<file path="src/inc/dms_pkg.sv">
// Shared constants for the direct-mode serial link between modem and host
package dms_pkg;
	// Clock period and documented times, each in its own unit
	localparam int unsigned CLK_PERIOD_PS  = 4000;
	localparam int unsigned SMP_PERIOD_PS  = 19250000;
	localparam int unsigned TXCLK_HI_PS    = 1750000;
	localparam int unsigned RXCLK_HI_PS    = 875000;
	localparam int unsigned LATENCY_US     = 500;
	localparam int unsigned DLY_LONG_US    = 13500;
	localparam int unsigned DLY_SHORT_US   = 3500;
	// Derived cycle counts
	localparam int unsigned SMP_CYC        = SMP_PERIOD_PS / CLK_PERIOD_PS;
	localparam int unsigned TXCLK_HI_CYC   = TXCLK_HI_PS / CLK_PERIOD_PS;
	localparam int unsigned RXCLK_HI_CYC   = RXCLK_HI_PS / CLK_PERIOD_PS;
	// Scaled in two steps so the product stays inside 32 bits
	localparam int unsigned DLY_LONG_CYC   = (DLY_LONG_US * 1000) / (CLK_PERIOD_PS / 1000);
	localparam int unsigned DLY_SHORT_CYC  = (DLY_SHORT_US * 1000) / (CLK_PERIOD_PS / 1000);
	localparam int unsigned LAT_SMP        = (LATENCY_US * 1000000) / SMP_PERIOD_PS;
	localparam int unsigned CNT_W          = 22;
	// Modem register fields
	localparam logic [7:0]  OPM_DIRECT     = 8'h01;
	localparam int unsigned SPM_DLY_BIT    = 5;
	localparam int unsigned SPM_DCD_BIT    = 4;
	localparam int unsigned LPC_DOZE_BIT   = 7;
	localparam int unsigned LPC_CTRLF_BIT  = 6;
	// Host controller APB map
	localparam logic [7:0]  HOST_CTRL_OFS  = 8'h00;
	localparam logic [7:0]  HOST_STAT_OFS  = 8'h04;
	localparam int unsigned CTRL_TXREQ_BIT = 0;
	localparam int unsigned CTRL_CMD_BIT   = 1;
	localparam int unsigned CTRL_TXD_BIT   = 2;
	localparam int unsigned CTRL_SYNC_BIT  = 3;
	localparam logic [3:0]  CTRL_RESET     = 4'h0;
endpackage : dms_pkg

</file>
<file path="src/inc/dms_if.sv">
// Serial connector between host terminal and modem
`timescale 1ns/1ps
interface dms_if;
	logic txd;
	logic rts_n;
	logic dtr_n;
	logic rxd;
	logic cts_n;
	logic dcd_n;
	logic dsr_n;
	modport dev  (input txd, input rts_n, input dtr_n,
		output rxd, output cts_n, output dcd_n, output dsr_n);
	modport host (output txd, output rts_n, output dtr_n,
		input rxd, input cts_n, input dcd_n, input dsr_n);
endinterface : dms_if

</file>
<file path="src/verilog/dms_modem_end.sv">
// Modem end of the direct-mode serial link
// Operation
// RULE1 - Sample transmit pin at fixed 51.9 kHz
// RULE2 - Replay received levels on receive pin
// RULE3 - Host holds transmit levels several samples
// RULE4 - RTS low transmits; falling edge starts
// RULE5 - Host keeps RTS high, lowers after DSR
// RULE6 - About 500 us end-to-end latency
// RULE7 - Operation-mode code 01h selects direct mode
// RULE8 - Delay bit selects 13.5 or 3.5 ms
// RULE9 - Both modems share delay setting
// RULE10 - DCD bit selects carrier or clock
// RULE11 - CTS low after start delay
// RULE12 - Legacy DCD low while receiving data
// RULE13 - Receive pin high when no data
// RULE14 - DTR high selects command-accept mode
// RULE15 - Send ID when vacant, then DSR low
// RULE16 - Serial setting affects command mode only
// RULE17 - Transmit clock starts with CTS low
// RULE18 - Sample 1.75 us before clock rise
// RULE19 - Receive clock high 875 ns, data rises
// RULE20 - Doze only when low-power bit 7 set
// RULE21 - DTR rise dozes, fall wakes, DSR reports
// RULE22 - In doze accept only wakeup packet
// RULE23 - Free-running divider makes sample strobe
// RULE24 - No address or error checks, broadcast
`timescale 1ns/1ps
module dms_modem_end
	import dms_pkg::*;
#(
	parameter int unsigned SMP_CYC_P   = SMP_CYC,
	parameter int unsigned DLY_LONG_P  = DLY_LONG_CYC,
	parameter int unsigned DLY_SHORT_P = DLY_SHORT_CYC,
	parameter int unsigned LAT_SMP_P   = LAT_SMP
) (
	input  wire logic       pclk,
	input  wire logic       presetn,
	input  wire logic       ce,
	input  wire logic [7:0] operation_mode_select,
	input  wire logic [7:0] serial_interface_setting,
	input  wire logic [7:0] special_mode_settings,
	input  wire logic [7:0] low_power_configuration,
	input  wire logic       chan_busy,
	input  wire logic       rx_valid,
	input  wire logic       rx_smp_stb,
	input  wire logic       rx_smp_bit,
	input  wire logic       wake_pkt,
	output logic            radio_tx_en,
	output logic            radio_tx_stb,
	output logic            radio_tx_bit,
	output logic            id_send,
	output logic            cmd_mode,
	output logic [7:0]      cmd_ser_cfg,
	output logic            doze,
	output logic            ctrl_freq,
	dms_if.dev              lnk
);
	typedef enum logic [2:0] {DS_INIT, DS_RX, DS_TXWAIT, DS_TX, DS_DOZE} dms_state_t;

	dms_state_t           st_r, st_nxt;
	logic [2:0]           s1_r, s2_r, s3_r;
	logic [CNT_W-1:0]     smp_cnt_r, smp_cnt_nxt;
	logic [CNT_W-1:0]     dly_cnt_r, dly_cnt_nxt;
	logic [CNT_W-1:0]     rxhi_cnt_r, rxhi_cnt_nxt;
	logic [LAT_SMP_P-1:0] line_r, line_nxt;
	logic                 rxd_r, rxd_nxt;
	logic                 cts_n_r, cts_n_nxt;
	logic                 dcd_n_r, dcd_n_nxt;
	logic                 dsr_n_r, dsr_n_nxt;
	logic                 tx_stb_r, tx_stb_nxt;
	logic                 id_r, id_nxt;
	logic                 cmd_r, cmd_nxt;
	logic [7:0]           ser_r, ser_nxt;

	logic txd_s, rts_s, dtr_s, rts_fall, dtr_rise;
	logic direct, clk_mode, smp_stb;

	// Pins from the host cross into pclk; only s2/s3 feed logic
	assign txd_s    = s2_r[0];
	assign rts_s    = s2_r[1];
	assign dtr_s    = s2_r[2];
	assign rts_fall = s3_r[1] & ~s2_r[1];
	assign dtr_rise = ~s3_r[2] & s2_r[2];
	assign direct   = (operation_mode_select == OPM_DIRECT); // see RULE7
	assign clk_mode = special_mode_settings[SPM_DCD_BIT]; // see RULE10
	assign smp_stb  = (smp_cnt_r == '0); // see RULE23

	always_comb begin
		st_nxt       = st_r;
		smp_cnt_nxt  = smp_cnt_r;
		dly_cnt_nxt  = dly_cnt_r;
		rxhi_cnt_nxt = rxhi_cnt_r;
		line_nxt     = line_r;
		rxd_nxt      = rxd_r;
		cts_n_nxt    = cts_n_r;
		dcd_n_nxt    = dcd_n_r;
		dsr_n_nxt    = dsr_n_r;
		tx_stb_nxt   = 1'b0;
		id_nxt       = 1'b0;
		cmd_nxt      = dtr_s; // see RULE14
		// Baud setting only matters to the command channel
		ser_nxt      = dtr_s ? serial_interface_setting : ser_r; // see RULE16

		// Fixed-rate divider, never realigned to data edges
		if (smp_cnt_r == CNT_W'(SMP_CYC_P - 1)) begin
			smp_cnt_nxt = '0; // see RULE23
		end else begin
			smp_cnt_nxt = smp_cnt_r + 1'b1;
		end

		unique case (st_r)
			DS_INIT: begin
				dsr_n_nxt = 1'b1;
				if (!chan_busy) begin
					id_nxt    = 1'b1; // see RULE15
					dsr_n_nxt = 1'b0; // see RULE15
					st_nxt    = DS_RX;
				end
			end
			DS_RX: begin
				cts_n_nxt = 1'b1;
				if (dtr_rise && low_power_configuration[LPC_DOZE_BIT]) begin
					st_nxt    = DS_DOZE; // see RULE20
					dsr_n_nxt = 1'b1; // see RULE21
					rxd_nxt   = 1'b1;
					dcd_n_nxt = 1'b1;
				end else if (rts_fall && direct && !dtr_s) begin
					st_nxt      = DS_TXWAIT; // see RULE4
					dly_cnt_nxt = special_mode_settings[SPM_DLY_BIT] ?
						CNT_W'(DLY_SHORT_P) : CNT_W'(DLY_LONG_P); // see RULE8
					rxd_nxt     = 1'b1;
					dcd_n_nxt   = 1'b1;
				end else if (!direct) begin
					rxd_nxt   = 1'b1;
					dcd_n_nxt = 1'b1;
				end else if (clk_mode) begin
					// Receive clock: data and clock rise together
					if (rx_valid && rx_smp_stb) begin
						rxd_nxt      = rx_smp_bit; // see RULE2
						dcd_n_nxt    = 1'b1; // see RULE19
						rxhi_cnt_nxt = CNT_W'(RXCLK_HI_CYC);
					end else if (rxhi_cnt_r > CNT_W'(1)) begin
						rxhi_cnt_nxt = rxhi_cnt_r - 1'b1;
					end else begin
						rxhi_cnt_nxt = '0;
						dcd_n_nxt    = 1'b0; // see RULE19
					end
					if (!rx_valid) begin
						rxd_nxt = 1'b1; // see RULE13
					end
				end else begin
					// No address or error filter: any carrier is replayed
					dcd_n_nxt = ~rx_valid; // see RULE12
					if (!rx_valid) begin
						rxd_nxt = 1'b1; // see RULE13
					end else if (rx_smp_stb) begin
						rxd_nxt = rx_smp_bit; // see RULE2
					end
				end
			end
			DS_TXWAIT: begin
				if (rts_s) begin
					st_nxt = DS_RX;
				end else if (dly_cnt_r <= CNT_W'(1)) begin
					st_nxt    = DS_TX;
					cts_n_nxt = 1'b0; // see RULE11
					line_nxt  = '1;
				end else begin
					dly_cnt_nxt = dly_cnt_r - 1'b1;
				end
			end
			DS_TX: begin
				if (rts_s) begin
					st_nxt    = DS_RX; // see RULE4
					cts_n_nxt = 1'b1;
					dcd_n_nxt = 1'b1;
				end else begin
					if (smp_stb) begin
						// Delay line sets the end-to-end latency
						line_nxt   = {line_r[LAT_SMP_P-2:0], txd_s}; // see RULE1 RULE6
						tx_stb_nxt = 1'b1; // see RULE24
					end
					// Clock rises 1.75 us after the sample, high 1.75 us
					if (clk_mode) begin
						dcd_n_nxt = (smp_cnt_nxt >= CNT_W'(TXCLK_HI_CYC)) &&
							(smp_cnt_nxt < CNT_W'(2 * TXCLK_HI_CYC)); // see RULE17 RULE18
					end else begin
						dcd_n_nxt = 1'b1;
					end
				end
			end
			DS_DOZE: begin
				// Normal traffic is dropped here; only wakeup counts
				if (!dtr_s || wake_pkt) begin
					st_nxt    = DS_RX; // see RULE21 RULE22
					dsr_n_nxt = 1'b0; // see RULE21
				end
			end
		endcase
	end

	always_ff @(posedge pclk or negedge presetn) begin
		if (!presetn) begin
			st_r       <= DS_INIT;
			s1_r       <= 3'h3;
			s2_r       <= 3'h3;
			s3_r       <= 3'h3;
			smp_cnt_r  <= '0;
			dly_cnt_r  <= '0;
			rxhi_cnt_r <= '0;
			line_r     <= '1;
			rxd_r      <= 1'b1;
			cts_n_r    <= 1'b1;
			dcd_n_r    <= 1'b1;
			dsr_n_r    <= 1'b1;
			tx_stb_r   <= 1'b0;
			id_r       <= 1'b0;
			cmd_r      <= 1'b0;
			ser_r      <= 8'h00;
		end else if (ce) begin
			s1_r       <= {lnk.dtr_n, lnk.rts_n, lnk.txd};
			s2_r       <= s1_r;
			s3_r       <= s2_r;
			st_r       <= st_nxt;
			smp_cnt_r  <= smp_cnt_nxt;
			dly_cnt_r  <= dly_cnt_nxt;
			rxhi_cnt_r <= rxhi_cnt_nxt;
			line_r     <= line_nxt;
			rxd_r      <= rxd_nxt;
			cts_n_r    <= cts_n_nxt;
			dcd_n_r    <= dcd_n_nxt;
			dsr_n_r    <= dsr_n_nxt;
			tx_stb_r   <= tx_stb_nxt;
			id_r       <= id_nxt;
			cmd_r      <= cmd_nxt;
			ser_r      <= ser_nxt;
		end
	end

	logic doze_r, tx_en_r, ctrlf_r;
	always_ff @(posedge pclk or negedge presetn) begin
		if (!presetn) begin
			doze_r  <= 1'b0;
			tx_en_r <= 1'b0;
			ctrlf_r <= 1'b0;
		end else if (ce) begin
			doze_r  <= (st_nxt == DS_DOZE);
			tx_en_r <= (st_nxt == DS_TX);
			ctrlf_r <= low_power_configuration[LPC_CTRLF_BIT]; // see RULE20
		end
	end

	assign lnk.rxd      = rxd_r;
	assign lnk.cts_n    = cts_n_r;
	assign lnk.dcd_n    = dcd_n_r;
	assign lnk.dsr_n    = dsr_n_r;
	assign radio_tx_en  = tx_en_r;
	assign radio_tx_stb = tx_stb_r;
	assign radio_tx_bit = line_r[LAT_SMP_P-1];
	assign id_send      = id_r;
	assign cmd_mode     = cmd_r;
	assign cmd_ser_cfg  = ser_r;
	assign doze         = doze_r;
	assign ctrl_freq    = ctrlf_r;
endmodule : dms_modem_end

</file>
<file path="src/flat_wrapper.sv">
// flat-port wrapper written by rule: the top's interface ports become plain ports
module dms_modem_end_flat import dms_pkg::*;
#(
	parameter int unsigned SMP_CYC_P   = SMP_CYC,
	parameter int unsigned DLY_LONG_P  = DLY_LONG_CYC,
	parameter int unsigned DLY_SHORT_P = DLY_SHORT_CYC,
	parameter int unsigned LAT_SMP_P   = LAT_SMP
)
  (pclk, presetn, ce, operation_mode_select, serial_interface_setting, special_mode_settings, low_power_configuration, chan_busy, rx_valid, rx_smp_stb, rx_smp_bit, wake_pkt, radio_tx_en, radio_tx_stb, radio_tx_bit, id_send, cmd_mode, cmd_ser_cfg, doze, ctrl_freq, lnk_txd, lnk_rts_n, lnk_dtr_n, lnk_rxd, lnk_cts_n, lnk_dcd_n, lnk_dsr_n);
  dms_if lnk_i ();
  input  wire logic pclk;
  input  wire logic presetn;
  input  wire logic ce;
  input  wire logic [7:0] operation_mode_select;
  input  wire logic [7:0] serial_interface_setting;
  input  wire logic [7:0] special_mode_settings;
  input  wire logic [7:0] low_power_configuration;
  input  wire logic chan_busy;
  input  wire logic rx_valid;
  input  wire logic rx_smp_stb;
  input  wire logic rx_smp_bit;
  input  wire logic wake_pkt;
  output logic radio_tx_en;
  output logic radio_tx_stb;
  output logic radio_tx_bit;
  output logic id_send;
  output logic cmd_mode;
  output logic [7:0] cmd_ser_cfg;
  output logic doze;
  output logic ctrl_freq;
  input wire logic [$bits(lnk_i.txd)-1:0] lnk_txd;
  input wire logic [$bits(lnk_i.rts_n)-1:0] lnk_rts_n;
  input wire logic [$bits(lnk_i.dtr_n)-1:0] lnk_dtr_n;
  output wire logic [$bits(lnk_i.rxd)-1:0] lnk_rxd;
  output wire logic [$bits(lnk_i.cts_n)-1:0] lnk_cts_n;
  output wire logic [$bits(lnk_i.dcd_n)-1:0] lnk_dcd_n;
  output wire logic [$bits(lnk_i.dsr_n)-1:0] lnk_dsr_n;
  assign lnk_i.txd = lnk_txd;
  assign lnk_i.rts_n = lnk_rts_n;
  assign lnk_i.dtr_n = lnk_dtr_n;
  assign lnk_rxd = lnk_i.rxd;
  assign lnk_cts_n = lnk_i.cts_n;
  assign lnk_dcd_n = lnk_i.dcd_n;
  assign lnk_dsr_n = lnk_i.dsr_n;
  dms_modem_end #(.SMP_CYC_P(SMP_CYC_P), .DLY_LONG_P(DLY_LONG_P), .DLY_SHORT_P(DLY_SHORT_P), .LAT_SMP_P(LAT_SMP_P)) u_core (.pclk(pclk), .presetn(presetn), .ce(ce), .operation_mode_select(operation_mode_select), .serial_interface_setting(serial_interface_setting), .special_mode_settings(special_mode_settings), .low_power_configuration(low_power_configuration), .chan_busy(chan_busy), .rx_valid(rx_valid), .rx_smp_stb(rx_smp_stb), .rx_smp_bit(rx_smp_bit), .wake_pkt(wake_pkt), .radio_tx_en(radio_tx_en), .radio_tx_stb(radio_tx_stb), .radio_tx_bit(radio_tx_bit), .id_send(id_send), .cmd_mode(cmd_mode), .cmd_ser_cfg(cmd_ser_cfg), .doze(doze), .ctrl_freq(ctrl_freq), .lnk(lnk_i));
endmodule
</file>
<file path="config.mk">
export PLATFORM = sky130hd
export DESIGN_NAME = dms_modem_end_flat
export DESIGN_NICKNAME = d
export VERILOG_FILES = /design/src/inc/dms_pkg.sv /design/src/inc/dms_if.sv /design/src/verilog/dms_modem_end.sv /design/src/flat_wrapper.sv
export SDC_FILE = /design/constraint.sdc
export NUM_CORES = 1
export LEC_CHECK = 0
export BUFFER_PORTS_ARGS = -buffer_cell sky130_fd_sc_hd__buf_2
export CORE_MARGIN = 2
export CORE_UTILIZATION = 41
export DETAILED_ROUTE_END_ITERATION = 8
export PLACE_DENSITY = 0.61
export RECOVER_POWER = 50
export SYNTH_ARGS = -nofsm -noshare
export SYNTH_HDL_FRONTEND = slang
export SYNTH_SLANG_ARGS = --single-unit
</file>
<file path="constraint.sdc">
create_clock -name pclk -period 2.2 [get_ports pclk]
set_clock_uncertainty 0.2 [all_clocks]
set_input_delay 0.44 -clock pclk [delete_from_list [all_inputs] [get_ports pclk]]
set_output_delay 0.44 -clock pclk [all_outputs]
set_load 0.005 [all_outputs]
</file>
==> metrics.md <==
| Metric | Value |
|---|---|
| Worst EP arrival | `2.54 ns` |
| Maximum VDD drop | `0.6706 mV` |
| Layout fillers | `1316` |
| Outcome | `finished with violations` |
| Required @ worst endpoint | `2.36 ns` |
| Setup violations, final | `67` |
| Minimum clock period | `2.386 ns` |
| Slew margin rel. | `47.29%` |
| Worst path cell trace | `or4_4 > nor4_4 > buf_4 > nand4_1 > nor2_1 > o211a_2 > buf_12 > o22a_1` |
| Hold Path Class | `primary input to register` |
| Worst-path fanout max | `25` |
| Initial Utilization | `41.73%` |
| Highest clock rate | `419.2 MHz` |
| Main flop type after synthesis | `dfrtp_1` |
| Worst path bufs/invs | `2` |
| GR Layer Usage met3 | `5.822%` |
| R2r startpoint | `u_core.dly_cnt_r[15]` |
| Crit. Startpoint | `u_core.dly_cnt_r[15]` |
| I/O Buffers | `49` |
| Pwr dens | `929.0 mW/mm^2` |
| Die width | `130.7 um` |
| Worst Hold Launch | `rx_valid` |
| Number of max-cap violations | `0` |
| Post-synth ARST share | `100.0%` |
| Vias in the first global route | `6474` |
| Row count | `46` |
| Gr busiest metal | `met2` |
| Synth area leaders | `dfrtp_1 (32%), dfstp_2 (14%), nand2_1 (3.8%)` |
| Pins Over Slew Limit | `0` |
| DR pass1 iterations | `5` |
| Num ports | `62` |
| Die ar. | `0.01708 mm^2` |
| Commonest non-fill, non-tap cell in the layout | `buf_4` |
| CP max-delay cell | `or4_4` |
| DP Area | `0.008332 mm^2` |
| Area share of the largest cell type after synthesis | `32.32%` |
| PnR worst setup slack | `-0.1856 ns` |
| Post-synth cell types | `73` |
| Share of layout cells above drive strength 1 | `47.53%` |
| Number of synthesized flops with an enable pin | `0` |
| GRT met2 Usage | `39.12%` |
| Mapped Area | `0.006581 mm^2` |
| Slowest stage delay, CP | `0.56 ns` |
| Largest net degree at the start of global routing | `37` |
| Adder-Cell Fraction of Synth Area | `1.141%` |
| Initial antenna violation count | `2` |
| Setup TNS | `-7.985 ns` |
| Post-synthesis compound-gate area fraction | `20.13%` |
| Post-synthesis mux area share | `3.042%` |
| Nets@finish | `966` |
| Final GP Congestion | `0.9273` |
| Unrepaired setup endpoints after global routing | `yes` |
| Combinational family with the most area after synthesis | `simple AND/OR/NAND/NOR gates` |
| Syn avg cell area | `9.309 um^2` |
| Cts bufs inserted | `17` |
| Initial DRC count | `503` |
| CP Launch Type | `register` |
| Setup crit end kind | `register` |
| Routed WL | `19390 um` |
| CTS clk-pin slew, worst paths | `0.06 ns` |
| Total grt overflow | `0` |
| Post-Syn Instances | `707` |
| First-pass GRT wire length | `31420 um` |
| Failing checks | `negative setup slack` |
| Seq/Total Area, Yosys | `45.89%` |
| Die Ht | `130.7 um` |
| Xor and xnor area share after synthesis | `2.928%` |
| Slew @ Worst Pin | `0.7907 ns` |
| Pre-CTS setup slack | `-0.5019 ns` |
| Clock tree buffer depth | `2` |
| Residual DRC | `0` |
| WS Path Type | `register to register` |
| Root Driver | `clkbuf_16` |
| Grt met1 use | `29.83%` |
| Area growth syn-to-layout | `46.37%` |
| DRT antenna net count | `0` |
| Family with the most delay on the worst path | `simple AND/OR/NAND/NOR gates` |
| Post-synth top area cell | `dfrtp_1` |
| P_leak | `4.071 nW` |
| Most frequent cells in the layout | `buf_4 (160), dfrtp_1 (76), nand2_1 (61)` |
| Tcrit/Tclk final | `108.4%` |
| Core Area | `0.01577 mm^2` |
| Post-Layout Inst Area | `0.009633 mm^2` |
| # clock sinks | `119` |
| Yosys reg bits | `119` |
| Worst skew pair latency | `0.42 ns` |
| Final Hold Vio Count | `0` |
| CTS tree | `built` |
| GR Util All Layers | `23.41%` |
| Via/cell ratio | `5.610` |
| Syn. warnings | `0` |
| Dpl hpwl | `13260 um` |
| Htree depth | `4` |
| Synthesized net count | `756` |
| Routed wire length per instance | `16.91 um` |
| Post-layout util | `61.08%` |
| Synth Area in Simple Gates | `22.34%` |
| Vias | `6435` |
through the flow:
step | hold slack (ns) | std cells | power (W)
floorplan | -0.05559 | 707 | 0.004710
global placement | 0.2097 | 1091 | 0.005785
detailed placement | 0.2217 | 1091 | 0.005888
CTS | 0.002379 | 1135 | 0.008835
global route | 0.01369 | 1146 | 0.009467
finish | 0.006855 | 1147 | 0.008949
final cells by class:
cell class | instances | area [um^2] | share of cell area [%]
Sequential cell | 119 | 3032 | 31.47
Inverter | 28 | 105.1 | 1.091
Timing Repair Buffer | 235 | 1750 | 18.17
Clock inverter | 12 | 118.9 | 1.234
Antenna cell | 1 | 2.502 | 0.02598
Clock buffer | 20 | 457.9 | 4.754
Tap cell | 216 | 270.3 | 2.806
Multi-Input combinational cell | 516 | 3896 | 40.45
path summary, 6_finish.rpt:
path | slack [ns] | end | cells after the start
min in group asynchronous | 0.45 | u_core.dly_cnt_r[15] | 2
max in group asynchronous | 0.24 | u_core.smp_cnt_r[13] | 3
hold / removal | 0.007 | u_core.lnk.rxd | 2
setup reg to reg | -0.19 | u_core.line_r[15] | 8
setup / recovery | -0.19 | u_core.line_r[15] | 8
hold reg to reg | 0.29 | u_core.lnk.cts_n | 2
synthesized netlist by cell type, types with 4 or more instances:
master	instances
a21o_1	4
a21oi_1	31
a31oi_1	15
and2_1	6
and3_1	9
and4_1	4
buf_2	10
clkbuf_1	29
dfrtp_1	85
dfstp_2	34
ha_1	6
inv_1	28
mux2_2	16
nand2_1	66
nand2b_1	11
nand3_1	17
nand4_1	11
nor2_1	45
nor2b_1	5
nor3_1	29
nor3b_1	8
nor4_1	16
o21ai_0	32
o21ai_1	37
o22a_1	28
o22ai_1	7
o31ai_1	12
o41ai_1	5
or3_1	9
or4_1	8
xnor2_1	18
xor2_1	4
cell families (layout without fill, tap and decap cells):
family	count (synthesis)	in the layout
compound gates	203	203
other cells	0	1
xor+xnor	22	22
buf+inv	72	295
flops	119	119
fa+ha+maj	6	6
mux	18	18
simple gates	267	267
power by group:
group	total (W)	internal, W	switching (W)
clock	0.00271	0.00164	0.00107
combinational	0.00288	0.00144	0.00144
sequential	0.00336	0.00294	0.000417
sequential cells by signal, summed over array words and instances, names as in the netlist, 3 cells and up:
name / cells
u_core.line_r: 25
u_core.dly_cnt_r: 22
u_core.rxhi_cnt_r: 22
u_core.smp_cnt_r: 22
u_core.cmd_ser_cfg: 8
u_core.s1_r: 3
u_core.s2_r: 3
u_core.st_r: 3
repair_timing:
| item | CTS | global route |
|---|---|---|
| pin swaps | 43 | 28 |
| hold buffers | 1 | 0 |
| endpoints found under the setup margin | 81 | 77 |
| resized for setup | 84 | 55 |
| hold endpoints to repair | 18 | 0 |
| setup buffers | 11 | 11 |
per-layer routing:
metal  vias to the layer above  part of all wire [%]
met5                         -                 0.041
met4                         2                   1.8
met3                        27                   5.5
met2                       196                    50
met1                      3159                    43
li1                       3051                     -
(Power assumes the default switching activity.)
